<file path="config.mk">
export PLATFORM = sky130hd
export DESIGN_NAME = shp_port_top
export DESIGN_NICKNAME = d
export VERILOG_FILES = /design/src/shp_pkg.sv /design/src/shp_port_top.sv
export SDC_FILE = /design/constraint.sdc
export NUM_CORES = 1
export LEC_CHECK = 0
export ABC_CLOCK_PERIOD_IN_PS = 1500
export CAP_MARGIN = 20
export CORE_AREA = 2 2 159 161
export DETAILED_ROUTE_END_ITERATION = 16
export DIE_AREA = 0 0 161 163
export DONT_BUFFER_PORTS = 1
export PLACE_DENSITY = 0.67
export SLEW_MARGIN = 15
export SYNTH_ARGS = -nofsm -noshare
export SYNTH_HDL_FRONTEND = slang
export SYNTH_SLANG_ARGS = --single-unit
</file>
<file path="constraint.sdc">
create_clock -name ref_clk -period 1.5 [get_ports ref_clk]
set_input_delay 0.15 -clock ref_clk [delete_from_list [all_inputs] [get_ports ref_clk]]
set_output_delay 0.15 -clock ref_clk [all_outputs]
set_load 0.02 [all_outputs]
</file>
<file path="src/shp_pkg.sv">
// constants, types and register map of the shared pin parallel port
// ==========================================================================
// Summary of operation
// - peripheral outranks port in pin output muxes
// - driving peripheral disables port driver, pin readable
// - enabled idle peripheral lets port drive pin
// - port output never loops into peripheral input
// - direction one is input, zero drives latch
// - reset makes every pin an input
// - latch register reads latch, write updates latch
// - port register reads pins, write updates latch
// - invalid bits disabled, read zero everywhere
// - input-only sharing leaves port sole output source
// - analog bit one disables digital buffer, resets one
// - port B analog bits 15-12, 9-0 only
// - smallest package lacks port B analog 6,5,3
// - port C analog bits 2-0, absent on small packages
package shp_pkg;

    // ======================================================================
    // bus geometry and answers
    localparam int unsigned ADDR_W = 8;
    localparam logic [1:0] RESP_OKAY = 2'h0;
    localparam logic [1:0] RESP_SLVERR = 2'h2;

    // ======================================================================
    // register byte offsets
    localparam logic [7:0] OFS_PB_DIR = 8'h00;
    localparam logic [7:0] OFS_PB_LAT = 8'h04;
    localparam logic [7:0] OFS_PB_PORT = 8'h08;
    localparam logic [7:0] OFS_PB_ANS = 8'h0C;
    localparam logic [7:0] OFS_PC_DIR = 8'h10;
    localparam logic [7:0] OFS_PC_LAT = 8'h14;
    localparam logic [7:0] OFS_PC_PORT = 8'h18;
    localparam logic [7:0] OFS_PC_ANS = 8'h1C;

    // ======================================================================
    // reset values
    localparam logic [15:0] DIR_RST = 16'hFFFF;
    localparam logic [15:0] LAT_RST = 16'h0000;
    localparam logic [15:0] ANS_RST = 16'hFFFF;

    // ======================================================================
    // implemented bits per package variant
    localparam logic [15:0] PB_VALID_FULL = 16'hFFFF;
    localparam logic [15:0] PB_VALID_20 = 16'hFF97;
    localparam logic [15:0] PC_VALID_FULL = 16'h03FF;
    localparam logic [15:0] PC_VALID_SMALL = 16'h0000;
    localparam logic [15:0] PB_ANS_FULL = 16'hF3FF;
    localparam logic [15:0] PB_ANS_20 = 16'hF397;
    localparam logic [15:0] PC_ANS_FULL = 16'h0007;
    localparam logic [15:0] PC_ANS_SMALL = 16'h0000;

    // ======================================================================
    // types
    typedef enum logic [1:0] {
        PKG20 = 2'b00,
        PKG28 = 2'b01,
        PKG44 = 2'b10
    } shp_variant_type;

    typedef enum logic [0:0] {
        WR_IDLE = 1'b0,
        WR_RESP = 1'b1
    } shp_wstate_type;

endpackage

</file>
<file path="src/shp_port_top.sv">
// two shared pin ports behind an axi4-lite register slave
`timescale 1ns/1ps

// ==========================================================================
// one sixteen-bit shared port
module shp_port #(
    parameter logic [15:0] VALID    = 16'hFFFF,
    parameter logic [15:0] ANS_IMPL = 16'hFFFF
) (
    input  wire logic        ref_clk,
    input  wire logic        rst_n,
    input  wire logic        ce,
    input  wire logic        wrDir,
    input  wire logic        wrLat,
    input  wire logic        wrAns,
    input  wire logic [15:0] wrData,
    input  wire logic [15:0] wrMask,
    input  wire logic [15:0] pinIn,
    input  wire logic [15:0] periphEn,
    input  wire logic [15:0] periphDrive,
    input  wire logic [15:0] periphOut,
    input  wire logic [15:0] periphOe,
    output logic      [15:0] dirQ,
    output logic      [15:0] latQ,
    output logic      [15:0] ansQ,
    output logic      [15:0] portQ,
    output logic      [15:0] pinOut,
    output logic      [15:0] pinOe,
    output logic      [15:0] periphIn
);
    logic [15:0] dir_r, dir_nxt, lat_r, lat_nxt, ans_r, ans_nxt;
    logic [15:0] syncA_r, syncB_r, portQ_r, portQ_nxt;
    logic [15:0] pinOut_r, pinOut_nxt, pinOe_r, pinOe_nxt;
    logic [15:0] periphIn_r, periphIn_nxt, own, portDrives;

    // ======================================================================
    // ownership and next state of every register but the two synchroniser stages
    always_comb
    begin
        own = periphEn & periphDrive;
        portDrives = ~own & ~dir_r & VALID;
        dir_nxt = dir_r;
        lat_nxt = lat_r;
        ans_nxt = ans_r;
        if (wrDir)
        begin
            dir_nxt = ((dir_r & ~wrMask) | (wrData & wrMask)) & VALID;
        end
        if (wrLat)
        begin
            lat_nxt = ((lat_r & ~wrMask) | (wrData & wrMask)) & VALID;
        end
        if (wrAns)
        begin
            ans_nxt = ((ans_r & ~wrMask) | (wrData & wrMask)) & ANS_IMPL;
        end
        // analog pins and invalid bits read zero
        portQ_nxt = syncB_r & ~ans_r & VALID;
        // peripheral wins the output muxes
        pinOut_nxt = ((own & periphOut) | (~own & lat_r)) & VALID;
        pinOe_nxt = ((own & periphOe) | portDrives) & VALID;
        // no loop-through from a port-driven pin
        periphIn_nxt = syncB_r & ~ans_r & ~portDrives & VALID;
    end

    // ======================================================================
    // registers, frozen while ce is low
    always_ff @(posedge ref_clk)
    begin
        if (!rst_n)
        begin
            dir_r      <= shp_pkg::DIR_RST & VALID;
            lat_r      <= shp_pkg::LAT_RST;
            ans_r      <= shp_pkg::ANS_RST & ANS_IMPL;
            syncA_r    <= 16'h0000;
            syncB_r    <= 16'h0000;
            portQ_r    <= 16'h0000;
            pinOut_r   <= 16'h0000;
            pinOe_r    <= 16'h0000;
            periphIn_r <= 16'h0000;
        end
        else if (ce)
        begin
            dir_r      <= dir_nxt;
            lat_r      <= lat_nxt;
            ans_r      <= ans_nxt;
            syncA_r    <= pinIn;
            syncB_r    <= syncA_r;
            portQ_r    <= portQ_nxt;
            pinOut_r   <= pinOut_nxt;
            pinOe_r    <= pinOe_nxt;
            periphIn_r <= periphIn_nxt;
        end
    end

    assign dirQ = dir_r;
    assign latQ = lat_r;
    assign ansQ = ans_r;
    assign portQ = portQ_r;
    assign pinOut = pinOut_r;
    assign pinOe = pinOe_r;
    assign periphIn = periphIn_r;

    // ======================================================================
    // checks on the port
    dir_reset_a: assert property (
        @(posedge ref_clk) !rst_n |=> (dirQ == (shp_pkg::DIR_RST & VALID)) && (ansQ == ANS_IMPL))
        else $error("direction or analog select wrong after reset");
    periph_owns_a: assert property (
        @(posedge ref_clk) disable iff (!rst_n)
        ce |=> ((pinOe ^ $past(periphOe)) & $past(periphEn & periphDrive) & VALID) == 16'h0000)
        else $error("driving peripheral does not own pin enable");
    port_drives_a: assert property (
        @(posedge ref_clk) disable iff (!rst_n)
        ce |=> ((pinOe ^ ~$past(dirQ)) & ~$past(periphEn & periphDrive) & VALID) == 16'h0000)
        else $error("port direction not driving free pin");
    latch_out_a: assert property (
        @(posedge ref_clk) disable iff (!rst_n)
        ce |=> ((pinOut ^ $past(latQ)) & ~$past(dirQ | (periphEn & periphDrive))) == 16'h0000)
        else $error("output pin does not follow latch");
    no_loop_a: assert property (
        @(posedge ref_clk) disable iff (!rst_n)
        ce |=> (periphIn & ~$past(dirQ) & ~$past(periphEn & periphDrive)) == 16'h0000)
        else $error("port output looped into peripheral input");
    latch_write_a: assert property (
        @(posedge ref_clk) disable iff (!rst_n)
        ce && wrLat |=> latQ == ((($past(latQ) & ~$past(wrMask)) |
                                  ($past(wrData) & $past(wrMask))) & VALID))
        else $error("latch write lost");
    pin_sync_a: assert property (
        @(posedge ref_clk) disable iff (!rst_n)
        (rst_n && ce) [*3] |=> portQ == ($past(pinIn, 3) & ~$past(ansQ) & VALID))
        else $error("port read not three cycles behind pin");
    invalid_zero_a: assert property (
        @(posedge ref_clk) disable iff (!rst_n)
        ((dirQ | latQ | portQ | pinOe) & ~VALID) == 16'h0000)
        else $error("invalid bit not zero");
    ans_impl_a: assert property (
        @(posedge ref_clk) disable iff (!rst_n)
        (ansQ & ~ANS_IMPL) == 16'h0000)
        else $error("unimplemented analog bit set");
    analog_zero_a: assert property (
        @(posedge ref_clk) disable iff (!rst_n)
        ce |=> ((portQ | periphIn) & $past(ansQ)) == 16'h0000)
        else $error("analog pin read as digital one");
    periph_cov: cover property (@(posedge ref_clk) (own & periphOe) != 16'h0000);
    latch_cov: cover property (@(posedge ref_clk) ce && wrLat ##1 (pinOe != 16'h0000));
    digital_cov: cover property (@(posedge ref_clk) (ansQ == 16'h0000) && (portQ != 16'h0000));
endmodule // shp_port

// ==========================================================================
// top: axi4-lite slave plus ports b and c
module shp_port_top #(
    parameter shp_pkg::shp_variant_type VARIANT = shp_pkg::PKG44
) (
    input  wire logic                       ref_clk,
    input  wire logic                       rst_n,
    input  wire logic                       ce,
    input  wire logic [shp_pkg::ADDR_W-1:0] awaddr,
    input  wire logic                       awvalid,
    output logic                            awready,
    input  wire logic [31:0]                wdata,
    input  wire logic [3:0]                 wstrb,
    input  wire logic                       wvalid,
    output logic                            wready,
    output logic [1:0]                      bresp,
    output logic                            bvalid,
    input  wire logic                       bready,
    input  wire logic [shp_pkg::ADDR_W-1:0] araddr,
    input  wire logic                       arvalid,
    output logic                            arready,
    output logic [31:0]                     rdata,
    output logic [1:0]                      rresp,
    output logic                            rvalid,
    input  wire logic                       rready,
    input  wire logic [15:0]                pbPinIn,
    output logic [15:0]                     pbPinOut,
    output logic [15:0]                     pbPinOe,
    input  wire logic [15:0]                pbPeriphEn,
    input  wire logic [15:0]                pbPeriphDrive,
    input  wire logic [15:0]                pbPeriphOut,
    input  wire logic [15:0]                pbPeriphOe,
    output logic [15:0]                     pbPeriphIn,
    input  wire logic [15:0]                pcPinIn,
    output logic [15:0]                     pcPinOut,
    output logic [15:0]                     pcPinOe,
    input  wire logic [15:0]                pcPeriphEn,
    input  wire logic [15:0]                pcPeriphDrive,
    input  wire logic [15:0]                pcPeriphOut,
    input  wire logic [15:0]                pcPeriphOe,
    output logic [15:0]                     pcPeriphIn
);
    // implemented bits for the chosen package
    localparam logic [15:0] PB_VALID =
        (VARIANT == shp_pkg::PKG20) ? shp_pkg::PB_VALID_20 : shp_pkg::PB_VALID_FULL;
    localparam logic [15:0] PB_ANS =
        (VARIANT == shp_pkg::PKG20) ? shp_pkg::PB_ANS_20 : shp_pkg::PB_ANS_FULL;
    localparam logic [15:0] PC_VALID =
        (VARIANT == shp_pkg::PKG44) ? shp_pkg::PC_VALID_FULL : shp_pkg::PC_VALID_SMALL;
    localparam logic [15:0] PC_ANS =
        (VARIANT == shp_pkg::PKG44) ? shp_pkg::PC_ANS_FULL : shp_pkg::PC_ANS_SMALL;

    shp_pkg::shp_wstate_type wState_r, wState_nxt;
    logic                       awHave_r, awHave_nxt, wHave_r, wHave_nxt;
    logic [shp_pkg::ADDR_W-1:0] awAddr_r, awAddr_nxt;
    logic [15:0]                wData_r, wData_nxt, wMask_r, wMask_nxt;
    logic [1:0]                 bresp_r, bresp_nxt, rresp_r, rresp_nxt;
    logic                       rvalid_r, rvalid_nxt;
    logic [31:0]                rdata_r, rdata_nxt;
    logic                       doWrite, wHit;
    logic                       awready_r, awready_nxt, wready_r, wready_nxt;
    logic                       bvalid_r, bvalid_nxt, arready_r, arready_nxt;
    logic [7:0]                 wSel;
    logic [15:0] pbDir, pbLat, pbAns, pbPort, pcDir, pcLat, pcAns, pcPort;

    // ======================================================================
    // write channel: address and data in either order, then response
    always_comb
    begin
        wState_nxt = wState_r;
        awHave_nxt = awHave_r;
        awAddr_nxt = awAddr_r;
        wHave_nxt = wHave_r;
        wData_nxt = wData_r;
        wMask_nxt = wMask_r;
        bresp_nxt = bresp_r;
        doWrite = 1'b0;
        wSel = 8'h00;
        wHit = 1'b1;
        case (awAddr_r)
            shp_pkg::OFS_PB_DIR:  wSel = 8'h01;
            shp_pkg::OFS_PB_LAT:  wSel = 8'h02;
            shp_pkg::OFS_PB_PORT: wSel = 8'h02;
            shp_pkg::OFS_PB_ANS:  wSel = 8'h04;
            shp_pkg::OFS_PC_DIR:  wSel = 8'h10;
            shp_pkg::OFS_PC_LAT:  wSel = 8'h20;
            shp_pkg::OFS_PC_PORT: wSel = 8'h20;
            shp_pkg::OFS_PC_ANS:  wSel = 8'h40;
            default:              wHit = 1'b0;
        endcase
        case (wState_r)
            shp_pkg::WR_IDLE:
            begin
                if (awvalid && !awHave_r)
                begin
                    awHave_nxt = 1'b1;
                    awAddr_nxt = awaddr;
                end
                if (wvalid && !wHave_r)
                begin
                    wHave_nxt = 1'b1;
                    wData_nxt = wdata[15:0];
                    wMask_nxt = {{8{wstrb[1]}}, {8{wstrb[0]}}};
                end
                if (awHave_r && wHave_r)
                begin
                    doWrite = wHit;
                    bresp_nxt = wHit ? shp_pkg::RESP_OKAY : shp_pkg::RESP_SLVERR;
                    awHave_nxt = 1'b0;
                    wHave_nxt = 1'b0;
                    wState_nxt = shp_pkg::WR_RESP;
                end
            end
            shp_pkg::WR_RESP:
            begin
                if (bready)
                begin
                    wState_nxt = shp_pkg::WR_IDLE;
                end
            end
            default: wState_nxt = shp_pkg::WR_IDLE;
        endcase
        // readies and response valid follow the next state
        awready_nxt = !awHave_nxt && (wState_nxt == shp_pkg::WR_IDLE);
        wready_nxt = !wHave_nxt && (wState_nxt == shp_pkg::WR_IDLE);
        bvalid_nxt = (wState_nxt == shp_pkg::WR_RESP);
    end

    // ======================================================================
    // read channel: one cycle from address to data
    always_comb
    begin
        rvalid_nxt = rvalid_r;
        rdata_nxt = rdata_r;
        rresp_nxt = rresp_r;
        if (rvalid_r && rready)
        begin
            rvalid_nxt = 1'b0;
        end
        if (arvalid && !rvalid_r)
        begin
            rvalid_nxt = 1'b1;
            rresp_nxt = shp_pkg::RESP_OKAY;
            case (araddr)
                shp_pkg::OFS_PB_DIR:  rdata_nxt = {16'h0000, pbDir};
                shp_pkg::OFS_PB_LAT:  rdata_nxt = {16'h0000, pbLat};
                shp_pkg::OFS_PB_PORT: rdata_nxt = {16'h0000, pbPort};
                shp_pkg::OFS_PB_ANS:  rdata_nxt = {16'h0000, pbAns};
                shp_pkg::OFS_PC_DIR:  rdata_nxt = {16'h0000, pcDir};
                shp_pkg::OFS_PC_LAT:  rdata_nxt = {16'h0000, pcLat};
                shp_pkg::OFS_PC_PORT: rdata_nxt = {16'h0000, pcPort};
                shp_pkg::OFS_PC_ANS:  rdata_nxt = {16'h0000, pcAns};
                default:
                begin
                    rdata_nxt = 32'h0000_0000;
                    rresp_nxt = shp_pkg::RESP_SLVERR;
                end
            endcase
        end
        arready_nxt = !rvalid_nxt;
    end

    // ======================================================================
    // bus registers
    always_ff @(posedge ref_clk)
    begin
        if (!rst_n)
        begin
            wState_r <= shp_pkg::WR_IDLE;
            awHave_r <= 1'b0;
            awAddr_r <= 8'h00;
            wHave_r  <= 1'b0;
            wData_r  <= 16'h0000;
            wMask_r  <= 16'h0000;
            bresp_r  <= 2'h0;
            rvalid_r <= 1'b0;
            rdata_r  <= 32'h0000_0000;
            rresp_r  <= 2'h0;
            awready_r <= 1'b1;
            wready_r  <= 1'b1;
            bvalid_r  <= 1'b0;
            arready_r <= 1'b1;
        end
        else if (ce)
        begin
            wState_r <= wState_nxt;
            awHave_r <= awHave_nxt;
            awAddr_r <= awAddr_nxt;
            wHave_r  <= wHave_nxt;
            wData_r  <= wData_nxt;
            wMask_r  <= wMask_nxt;
            bresp_r  <= bresp_nxt;
            rvalid_r <= rvalid_nxt;
            rdata_r  <= rdata_nxt;
            rresp_r  <= rresp_nxt;
            awready_r <= awready_nxt;
            wready_r  <= wready_nxt;
            bvalid_r  <= bvalid_nxt;
            arready_r <= arready_nxt;
        end
    end

    assign awready = awready_r;
    assign wready = wready_r;
    assign bvalid = bvalid_r;
    assign bresp = bresp_r;
    assign arready = arready_r;
    assign rvalid = rvalid_r;
    assign rdata = rdata_r;
    assign rresp = rresp_r;

    // ======================================================================
    // the two ports
    shp_port #(.VALID(PB_VALID), .ANS_IMPL(PB_ANS)) portB (
        .ref_clk     (ref_clk),
        .rst_n       (rst_n),
        .ce          (ce),
        .wrDir       (doWrite && wSel[0]),
        .wrLat       (doWrite && wSel[1]),
        .wrAns       (doWrite && wSel[2]),
        .wrData      (wData_r),
        .wrMask      (wMask_r),
        .pinIn       (pbPinIn),
        .periphEn    (pbPeriphEn),
        .periphDrive (pbPeriphDrive),
        .periphOut   (pbPeriphOut),
        .periphOe    (pbPeriphOe),
        .dirQ        (pbDir),
        .latQ        (pbLat),
        .ansQ        (pbAns),
        .portQ       (pbPort),
        .pinOut      (pbPinOut),
        .pinOe       (pbPinOe),
        .periphIn    (pbPeriphIn)
    );

    shp_port #(.VALID(PC_VALID), .ANS_IMPL(PC_ANS)) portC (
        .ref_clk     (ref_clk),
        .rst_n       (rst_n),
        .ce          (ce),
        .wrDir       (doWrite && wSel[4]),
        .wrLat       (doWrite && wSel[5]),
        .wrAns       (doWrite && wSel[6]),
        .wrData      (wData_r),
        .wrMask      (wMask_r),
        .pinIn       (pcPinIn),
        .periphEn    (pcPeriphEn),
        .periphDrive (pcPeriphDrive),
        .periphOut   (pcPeriphOut),
        .periphOe    (pcPeriphOe),
        .dirQ        (pcDir),
        .latQ        (pcLat),
        .ansQ        (pcAns),
        .portQ       (pcPort),
        .pinOut      (pcPinOut),
        .pinOe       (pcPinOe),
        .periphIn    (pcPeriphIn)
    );

    // ======================================================================
    // bus checks
    resp_hold_a: assert property (
        @(posedge ref_clk) disable iff (!rst_n)
        bvalid && !bready |=> bvalid && $stable(bresp))
        else $error("write response dropped early");
    bus_write_cov: cover property (@(posedge ref_clk) bvalid && bready && bresp == 2'h0);
endmodule // shp_port_top

</file>
---- Word level (Yosys, flattened, before mapping) ----
Index checks and enable logic that the tools add are counted.
operators by class
  order comparisons ....................... 0
  multiply operators ...................... 0
  reduce and logical (&&, ||, !) cells .... 35
  equal/unequal tests ..................... 14
  div/mod/pow operators ................... 0
  shifts and indexed selects .............. 0
  muxes and demuxes ....................... 18
  bitwise operators ....................... 42
  $add $sub $neg .......................... 0
operators with widths
  cell                  count
  $and A16 B16 Y16      11
  $pmux W16 S8          1
  $and A10 B10 Y10      9
  $not A16 Y16          5
  $or A16 B16 Y16       5
  $eq A8 B5 Y1 const B  8
  $pmux W7 S6           1
  $or A10 B10 Y10       4
  $eq A8 B4 Y1 const B  4
  $not A10 Y10          3
  $eq A8 B3 Y1 const B  2
  $logic_not A8 Y1      2
  $reduce_or A8 Y1      2
  $reduce_and A2 Y1     7
  $logic_and A1 B1 Y1   13
  $mux W1               13
  $not A3 Y10           1
  $reduce_and A3 Y1     3
  $logic_not A1 Y1      6
  $mux W2               2
  $reduce_or A2 Y1      2
  $and A3 B3 Y3         1
  $or A3 B3 Y3          1
  $not A1 Y1            2
  $pmux W1 S2           1
word-level totals
  ROM bits ................................ 0
  bits in latches ......................... 0
  register bits ........................... 301
  word-level logic and storage cells ...... 140
  memories kept ........................... 0
  bits of input ports ..................... 220
  output and inout port bits .............. 137
  memory bits (writable) .................. 0

---- Depth between registers and ports, before layout ----
Gate-level depths: netlist of run 1.
  depth after elaboration ................. 7
  depth in mapped cells ................... 7
  depth with buffers taken out ............ 4

---- Cells and area by module ----
A second synthesis of run 1 with hierarchy kept.
second synthesis, totals
  cell total of the unflattened synthesis .. 1415
  area total of the unflattened synthesis .. 13236.4 µm²
modules (own cells, without submodules)
  module             instances  cells each  area each (µm²)  seq. area each (µm²)
  shp_port at portB  1          632         6199.7           2842.7
  shp_port at portC  1          406         3910.0           1661.6
  shp_port_top       1          377         3126.7           1021.0

---- Worst setup path before layout of run 1 ----
Ideal clock, no wire load.
  path type ............................... flip-flop to flip-flop
  from .................................... register bvalid_r, in the netlist bvalid
  to ...................................... register (tool-made name)
  setup slack ............................. -0.153 ns
  library setup time ...................... 0.120 ns
  cell stages (with the launch flop) ...... 7
  arrival time ............................ 1.533 ns
  data required time ...................... 1.380 ns
  period minus slack after synthesis ...... 1.653 ns
  buffers on the path ..................... 2
  cell sequence ........................... dfxtp_1 > and4b_1 > buf_4 > nand4_2 > or3_1 > buf_6 > mux2i_1
RTL lines
  item                      RTL line             text
  start: declaration        shp_port_top.sv:212  logic bvalid_r, bvalid_nxt, arready_r, arready_nxt;
  start signal: assignment  shp_port_top.sv:348  bvalid_r <= bvalid_nxt;

==> reports/metrics.yaml, run 1 <==
drtIter0Drc: 787
ios: 357
yosys_warnings: 0
cts_buffer_depth: 3
synth-seq-cells: 276
whs_ns: -0.1349
worstSkewPairLatency_ns: 0.56
drtPass1Iterations: 5
synth_top_area_share_pct: 45.44
run_status: "finished, violations left"
netlist_area_um2: 12160
relSlewSlack_pct: 59.71
hold_depth: 2
die_w_um: 161
p_switching_w: 0.003875
finalNetCount: 1831
fp.dieArea_um2: 26240
p_clk_share_pct: 44.3
drt_wl_total_mm: 39.30
p_sw_share_pct: 23.47
cpLargestDelayFamily: "simple AND/OR/NAND/NOR gates"
cpPeakStageDelay_ns: 0.34
synth_area_per_cell_um2: 9.135
crit_cells: 7
crit_fanout: 8
netlist_top_cells_count: "dfxtp_1 (276), nand2_1 (177), mux2i_1 (113), nor2b_1 (101), nand3_1 (61)"
synth_top_cell_by_area: "dfxtp_1"
combinationalPowerShare_pct: 8.4
grt_usage_pct: 28.15
crit_chain: "and4b_1, buf_6, nand4_1, buf_6, nor2_4, buf_12, mux2i_2"
die_y_um: 163
drtAntennaViolNets: 0
setup_violations: 21
rsz0062_at_grt: "true"
hold_violations: 9
async_reset_ff_share_pct: 0
violations: "hold timing, setup timing"
skew_ns: 0.01813
row_count: 58
power.leakage_nw: 6.870
min_period_ns: 1.538
start_util_pct: 49.28
hold_path_class: "input port to flip-flop"
grt_pass1_wl_mm: 58.40
maxCapViolCount: 0
r2r_cells: 7
grt_max_degree: 212
gp_congestion: 0.8438
post_drt_wl_per_cell_um: 20.00
drive_above_1_share_pct: 10.89
worstSetupStartpointType: "flip-flop"
crit_required_ns: 1.97
drc: 0
syn_to_final_growth_pct: 37.22
p_per_area_nw_per_um2: 989.6
internal-power_w: 0.01264
core_area_um2: 24670
viasPerCell: 5.618
critPathKind: "flip-flop to flip-flop"
synth-seq-area-share_pct: 45.44
synth_area_leaders: "dfxtp_1 (45%), mux2i_1 (9.3%), nand2_1 (5.5%), nor2b_1 (5.2%), a21boi_0 (3.0%)"
fin_util_pct: 67.62
dp_hpwl_mm: 23.18
yosysUniqueCellTypes: 53
cp-end-kind: "flip-flop"
cts-root-buf: "clkbuf_16"
slew_violations: 0
tightestPinTransition_ns: 0.6044
antenna_found_initial: 1
port-buffer-count: 0
grt_overflow: 0
critPathSlowestCell: "dfxtp_4"
synth_most_common_cell: "dfxtp_1"
grt_pass1_vias: 10810
fin_crit_sh_pct: 102.5
cp_data_arrival_time_ns: 2.01
path_buf_inv: 3
irDropWorstVdd_v: 0.001102
vias: 11040
path_clk_slew_ns: 0.06
cpMostUsedCell: "buf_6"
clkSinkCount: 276
dominantRegCellSynth: "dfxtp_1"
synth_edf_count: 0
cts_tree: "done"
worst_slack_ns: -0.03818
seq_power_share_pct: 47.3
synth_cells: 1331
power_w: 0.01651
fill_cells: 1883
cts_buffers: 30
htreeDepth: 1
fmax_ghz: 0.6501
==> kinds of logic (layout without fill, tap and decap cells) <==
| kind of cell | Yosys count | count (layout) | synth area share [%] |
|---|---|---|---|
| compound gates | 296 | 296 | 16.28 |
| xor+xnor | 1 | 1 | 0.07204 |
| simple gates | 459 | 459 | 19.72 |
| mux | 132 | 132 | 11.90 |
| flops | 276 | 276 | 45.44 |
| buf+inv | 166 | 434 | 6.565 |
| other cells | 1 | 37 | 0.03084 |
==> layout by cell type (no fill, tap or decap), types with 26 or more instances in the layout <==
master	instances
a21oi_1	44
o22ai_1	26
dlygate4sd3_1	290
nand3_1	60
dfxtp_1	258
a31oi_1	27
nor2b_1	100
clkbuf_16	31
o211a_1	28
buf_4	27
mux2i_1	111
and2_1	29
a21boi_0	45
o21ai_0	34
inv_1	43
conb_1	36
nand2_1	176
nand2b_1	26
==> cell type report <==
class	count	area, um^2	share of cell area [%]
timing repair buffer	336	3401	20.38
multi-input combinational	924	6176	37.02
inverter	43	161.4	0.9674
clock inverter	5	56.30	0.3375
tap	330	412.9	2.475
sequential	276	5558	33.31
clock buffer	50	917.1	5.497
antenna	1	2.502	0.01500
==> what timing repair did <==
item                                    CTS  global route
hold endpoints to repair                276            11
gates resized for setup                  29            87
hold buffers                            289             6
pin swaps                                 5            23
endpoints found under the setup margin   59           121
setup buffers                             1             3
==> metrics by stage <==
stage	hold WS (ns)	worst slack [ns]	instances	instance area (um^2)	TNS, ns
after CTS	-0.1476	-0.06319	1958	16390	-0.5144
after global routing	-0.1411	-0.1104	1964	16680	-4.320
after detailed placement	0.2700	-0.2421	1613	12430	-5.850
after floorplan	0.2848	-0.02961	1366	12310	-0.5336
after global placement	0.2692	-0.2123	1613	12430	-4.680
final	-0.1349	-0.03818	1965	16680	-0.3468
==> power by group through the flow <==
stage	logic, W	registers (W)	clock network, W
2_1_floorplan	0.000923	0.00792	0
3_3_place_gp	0.000778	0.00796	0
3_5_place_dp	0.000797	0.00797	0
4_1_cts	0.00130	0.00781	0.00735
5_1_grt	0.00149	0.00783	0.00765
6_report	0.00138	0.00781	0.00732
==> final timing paths <==
check / from / endpoint / slack (ns)
worst max register to register: bvalid / flip-flop / -0.04
worst min register to register: awAddr_r[0] / awAddr_r[0] / 0.47
worst min-delay path: araddr[2] / rdata[9] / -0.13
worst max-delay path: bvalid / flip-flop / -0.04
==> metal layers <==
layer  global-route usage, %  wire (um)  up-vias
li1                        -          -     5141
met1                   33.15      15540     5299
met2                   49.65      18980      499
met3                   6.341       3048      101
met4                   11.53       1738        0
met5                       0          0        -
==> worst reg2reg max path, delay by kind of cell (launching register included) <==
| kind | cells | cell delay (ns) |
|---|---|---|
| and+or+nand+nor | 3 | 0.48 |
| DFF | 1 | 0.34 |
| buffers and inverters | 3 | 0.44 |
| muxes | 1 | 0.23 |
Power figures use the tool's default switching activity.
==> inputs of run 2 (changes only) <==
Settings changed: ABC_CLOCK_PERIOD_IN_PS 1500 to 1600, PLACE_DENSITY 0.67 to not set.
Clock period 1.5 ns to 1.6 ns, I/O delays scaled along.
==> run 2 against run 1 <==
Net effect: the run ends with hold timing left; combinational power shrank 12%; setup slack gained 0.040 ns; fmax shrank 3.7%; critical path depth shrank 2; first-iteration DRC count shrank 22%; via count shrank 3.8%; worst hold slack gained 0.10 ns; sequential power shrank 6.3%.
==> reports/metrics.yaml, run 2 (synthesized netlist as in run 1, its figures left out) <==
seq_power_share_pct: 45.8  # -1.5 points
port-buffer-count: 0  # unchanged
drt_wl_total_mm: 37.11  # -5.6%
row_count: 58  # unchanged
regArea_um2: 5529  # -0.52%
fill_cells: 2109  # +12%
run_status: "finished, violations left"
fp.dieArea_um2: 26240  # unchanged
r2r_start: "bvalid"
final_cell_mix: "dfxtp_1 (273), dlygate4sd3_1 (260), nand2_1 (177)"
cpLargestDelayFamily: "simple AND/OR/NAND/NOR gates"
internal-power_w: 0.01225  # -3.0%
crit_required_ns: 2.03  # +0.06 ns
finalNetCount: 1794  # -2.0%
fmax_ghz: 0.6258  # -3.7%
die_w_um: 161  # unchanged
tightestPinTransition_ns: 0.7440  # +0.1396 ns
hold_end: "rdata[0]"
multi_input_area_um2: 6015  # -2.6%
fin_util_pct: 65.75  # -1.9 points
startpoint: "bvalid"
hold_path_class: "input port to flip-flop"
critPathKind: "flip-flop to flip-flop"
r2r_cells: 5  # -2
p_switching_w: 0.003713  # -4.2%
r2r_setup_slack_ns: 0.002  # +0.04 ns
grt_max_degree: 198  # -6.6%
cp-end-kind: "flip-flop"
worstSetupStartpointType: "flip-flop"
cts_buffer_depth: 3  # unchanged
dp.cells: 1607  # -0.37%
p_clk_share_pct: 46.6  # +2.3 points
gp_congestion: 0.8368  # -0.83%
hold_violations: 1  # -8
worst_slack_ns: 0.002002  # +0.04018 ns
power.leakage_nw: 6.712  # -2.3%
ios: 357  # unchanged
critPathSlowestCell: "or3_4"
fin_crit_sh_pct: 99.87  # -2.7 points
final_cells: 1930  # -1.8%
path_buf_inv: 1  # -2
drc: 0  # unchanged
antenna_found_initial: 5  # +4
path_clk_slew_ns: 0.06  # about the same
slew_violations: 0  # unchanged
skew_ns: 0.01229  # -0.005843 ns
combinationalPowerShare_pct: 7.6  # -0.8 points
dp_hpwl_mm: 23.03  # -0.63%
irDropWorstVdd_v: 0.0008335  # -24%
cts-root-buf: "clkbuf_16"
viasPerCell: 5.501  # -2.1%
die_y_um: 163  # unchanged
pre_cts_ws_ns: -0.1748  # +0.06728 ns
drtAntennaViolNets: 0  # unchanged
core_area_um2: 24670  # unchanged
drtIter0Drc: 615  # -22%
grt_overflow: 0  # unchanged
grt_usage_pct: 27.31  # -0.84 points
grt_pass1_vias: 10390  # -3.8%
rsz0062_at_grt: "true"
violations: "hold timing"
cp_data_arrival_time_ns: 2.03  # +0.02 ns
p_per_area_nw_per_um2: 984.3  # -0.54%
crit_chain: "and4b_2, nand4_2, or3_4, buf_6, mux2i_2"
htreeDepth: 1  # unchanged
post_drt_wl_per_cell_um: 19.23  # -3.9%
cts_tree: "done"
grt_pass1_wl_mm: 56.94  # -2.5%
min_period_ns: 1.598  # +0.05982 ns
clkSinkCount: 276  # unchanged
drive_above_1_share_pct: 8.198  # -2.7 points
whs_ns: -0.03075  # +0.1042 ns
vias: 10620  # -3.8%
p_sw_share_pct: 23.25  # -0.22 points
syn_to_final_growth_pct: 33.41
start_util_pct: 49.28  # unchanged
mostFrequentLayoutCell: "dfxtp_1"
hold_depth: 3  # +1
hp-start: "araddr[1]"
drtPass1Iterations: 5  # unchanged
cpPeakStageDelay_ns: 0.40  # +0.06 ns
cts_buffers: 31  # +3.3%
crit_fanout: 6  # -2
worstSkewPairLatency_ns: 0.55  # about the same
setup_violations: 0  # -100%
maxCapViolCount: 0  # unchanged
relSlewSlack_pct: 50.24  # -9.5 points
## run 2: cell count changes in the layout (fill, tap and decap cells not counted), sizes merged
| cell | delta |
|---|---|
| dlygate4sd3 | -30 |
| clkbuf | -4 |
| diode | +1 |
| clkinvlp | +4 |
| buf | -8 |
| bufinv | +2 |
## run 2: repair_timing
action,CTS,global route
pin swaps,0,4
hold buffers,262,1
endpoints found under the hold margin,275,10
buffers inserted,1,0
endpoints found under the setup margin,26,53
resized for setup,4,25
## run 2: worst max-delay path by stage
stage | end | slack (ns) | cells after the start
6_report | flip-flop | 0.002 | 5
5_1_grt | flip-flop | -0.04 | 5
4_1_cts | rdata[14] | 0.006 | 4
3_5_place_dp | flip-flop | -0.17 | 6
3_3_place_gp | flip-flop | -0.11 | 6
2_1_floorplan | flip-flop | 0.008 | 6
## run 2: area by class of cell
class	instances	share of cell area [%]
inverter	43	0.9950
antenna	2	0.03085
multi-input combinational	924	37.08
timing repair buffer	298	18.63
tap	330	2.545
clock buffer	46	5.746
sequential	276	34.08
clock inverter	11	0.8870
## run 2: power groups by stage
stage | clock network (W) | registers (W) | logic [W]
floorplan | 0 | 0.00742 | 0.000864
finish | 0.00743 | 0.00732 | 0.00121
detailed placement | 0 | 0.00747 | 0.000739
global route | 0.00782 | 0.00733 | 0.00133
global placement | 0 | 0.00747 | 0.000725
CTS | 0.00750 | 0.00732 | 0.00118
## run 2: worst register-to-register path, delay by kind of cell, from the launching register on
family,cells,cell delay (ns)
buffers and inverters,1,0.16
flip-flops,1,0.32
multiplexers,1,0.16
AND/OR/NAND/NOR,3,0.84
## run 2: metal layers
layer | up-vias | global-route usage, % | wire (um)
met3 | 70 | 5.449 | 2526
met1 | 5115 | 34.48 | 15670
met4 | 4 | 7.549 | 1016
li1 | 5077 | - | -
met5 | - | 0 | 25
met2 | 350 | 47.62 | 17870
## run 2: metrics by stage
step / setup TNS (ns) / power, W / cell area [um^2]
after global routing: -0.2114 / 0.01649 / 16220
after CTS: 0 / 0.01599 / 16150
final: 0 / 0.01597 / 16220
after floorplan: 0 / 0.008286 / 12290
after detailed placement: -1.465 / 0.008208 / 12400
after global placement: -0.8853 / 0.008191 / 12400
==> inputs of run 3 (changes only) <==
Settings changed: ABC_CLOCK_PERIOD_IN_PS 1600 to 1700, CORE_AREA 2 2 159 161 to 2 2 205 207, DIE_AREA 0 0 161 163 to 0 0 207 209.
Clock period 1.6 ns to 1.7 ns, I/O delays scaled along.
==> run 3 against run 2 <==
Net effect: the flow still finishes with violations (hold timing); die area is 65% higher; count of clock-buffer cells in the layout is 3 higher; power is 3.3% lower; final cell count is 10% higher; routed wire length is 14% higher; critical path type is now input port to flip-flop.
==> reports/metrics.yaml, run 3 (synthesized netlist as in run 1, its figures left out) <==
run_status: "finished, violations left"
violations: "hold timing"
drive_above_1_share_pct: 8.465  # +0.27 points
cts_buffers: 34  # +9.7%
dpl-instance-area_um2: 12580  # +1.5%
critPathSlowestCell: "dlygate4sd3_1"
grt_pass1_wl_mm: 63.30  # +11%
final_cell_mix: "dfxtp_1 (269), dlygate4sd3_1 (245), nand2_1 (177)"
ios: 357  # unchanged
grt_overflow: 0  # unchanged
htreeDepth: 2  # +1
worst_slack_ns: 0.02202  # +0.02002 ns
crit_fanout: 16  # +10
pre_cts_ws_ns: -0.09725  # +0.07759 ns
slew_violations: 0  # unchanged
setup_violations: 0  # unchanged
drtPass1Iterations: 7  # +2
use_met3_pct: 5.440  # -0.0091 points
fp.dieArea_um2: 43260  # +65%
power_w: 0.01545  # -3.3%
critPathKind: "input port to flip-flop"
drt_wl_total_mm: 42.47  # +14%
power.leakage_nw: 6.683  # -0.42%
met2_usage_pct: 33.08  # -15 points
rsz0062_at_grt: "true"
crit_required_ns: 2.12  # +0.09 ns
r2r_setup_slack_ns: 0.05  # +0.05 ns
hold_path_class: "input port to flip-flop"
grt_usage_pct: 18.93  # -8.4 points
final_cell_area_um2: 16400  # +1.1%
clkSinkCount: 276  # unchanged
maxCapViolCount: 0  # unchanged
startpoint: "araddr[2]"
irDropWorstVdd_v: 0.0006362  # -24%
crit_end: "rdata[14]"
cts_buffer_depth: 3  # unchanged
gp_congestion: 0.8459  # +1.1%
path_clk_slew_ns: 0.06  # about the same
fill_cells: 4175  # +98%
viasPerCell: 5.024  # -8.7%
worstSetupStartpointType: "input port"
syn_to_final_growth_pct: 34.85
mostFrequentLayoutCell: "dfxtp_1"
cts-root-buf: "clkbuf_16"
row_count: 75  # +29%
fmax_ghz: 0.5960
core_area_um2: 41290  # +67%
die_w_um: 207  # +29%
cp_data_arrival_time_ns: 2.10  # +0.07 ns
min_period_ns: 1.678
crit_chain: "dlygate4sd3_1, mux4_2, a22o_1"
start_util_pct: 29.45  # -20 points
grt_max_degree: 201  # +1.5%
whs_ns: -0.008088  # +0.02266 ns
post_drt_wl_per_cell_um: 19.96  # +3.8%
vias: 10690  # +0.71%
drc: 0  # unchanged
r2r_start: "bvalid"
busiest_layer: "met2"
port-buffer-count: 0  # unchanged
dp_hpwl_mm: 27.00  # +17%
met1_usage_pct: 21.97  # -13 points
skew_ns: 0.009958  # -0.002327 ns
drtIter0Drc: 682  # +11%
cp-end-kind: "flip-flop"
finalNetCount: 1782  # -0.67%
drtAntennaViolNets: 0  # unchanged
hp-start: "wvalid"
die_y_um: 209  # +28%
fin_crit_sh_pct: 98.70
cpPeakStageDelay_ns: 1.08  # +0.68 ns
antenna_found_initial: 7  # +2
p_per_area_nw_per_um2: 942.0  # -4.3%
tightestPinTransition_ns: 0.8291  # +0.08509 ns
grt_pass1_vias: 10760  # +3.5%
cts_tree: "done"
hold_violations: 1  # unchanged
worstSkewPairLatency_ns: 0.53  # -0.02 ns
r2r_cells: 6  # +1
relSlewSlack_pct: 44.55  # -5.7 points
[run 3: final cells by class]
cell class	count	area, um^2	share of cell area [%]
inverter	43	161.4	0.9844
clock inverter	8	96.34	0.5876
antenna	6	15.01	0.09157
clock buffer	49	1041	6.349
tap	539	674.4	4.113
multi-input combinational	924	6028	36.76
sequential	276	5534	33.75
timing repair buffer	283	2846	17.36
[run 3: worst max-delay path: cells and delay by family]
| family | cells | cell delay, ns |
|---|---|---|
| buf+inv | 1 | 1.08 |
| mux | 1 | 0.61 |
| compound gates | 1 | 0.24 |
[run 3: through the flow]
stage | setup TNS, ns | std cells | util (%) | hold slack (ns)
after floorplan | 0 | 1366 | - | 0.3048
after global placement | -0.2765 | 1811 | 30.48 | 0.2813
after detailed placement | -1.116 | 1811 | 30.48 | 0.2801
after CTS | 0 | 2132 | 39.74 | 0.001952
after global routing | -0.04964 | 2125 | 39.69 | 0.02509
final | 0 | 2128 | 39.71 | -0.008088
[run 3: worst min-delay path by stage]
stage                      to  cells past startpoint  slack [ns]
2_1_floorplan      wData_r[5]                      2        0.30
3_3_place_gp   portB.pinOe[0]                      1        0.28
3_5_place_dp   portC.pinOe[8]                      1        0.28
4_1_cts             rdata[15]                      3       0.002
5_1_grt             rdata[13]                      3        0.03
6_report               wready                      4      -0.008
[run 3: power breakdown]
group | switching (W) | leakage [nW] | internal, W
logic | 0.000503 | 3.87 | 0.000641
clock network | 0.00286 | 0.560 | 0.00454
registers | 0.000244 | 2.25 | 0.00665
total | 0.00361 | 6.68 | 0.0118
[run 3: timing repair]
item / CTS / global route
gates resized for setup: 4 / 31
cloned: 0 / 2
endpoints found under the setup margin: 35 / 83
hold endpoints to repair: 275 / 3
hold buffers: 263 / 2
pin swaps: 1 / 7
buffers inserted: 1 / 3
[run 3: per-layer routing]
metal  vias up  part of all wire, %
li1       5054                    -
met1      5193                   40
met2       371                   49
met3        71                  8.0
met4         2                  3.3
met5         -                0.031
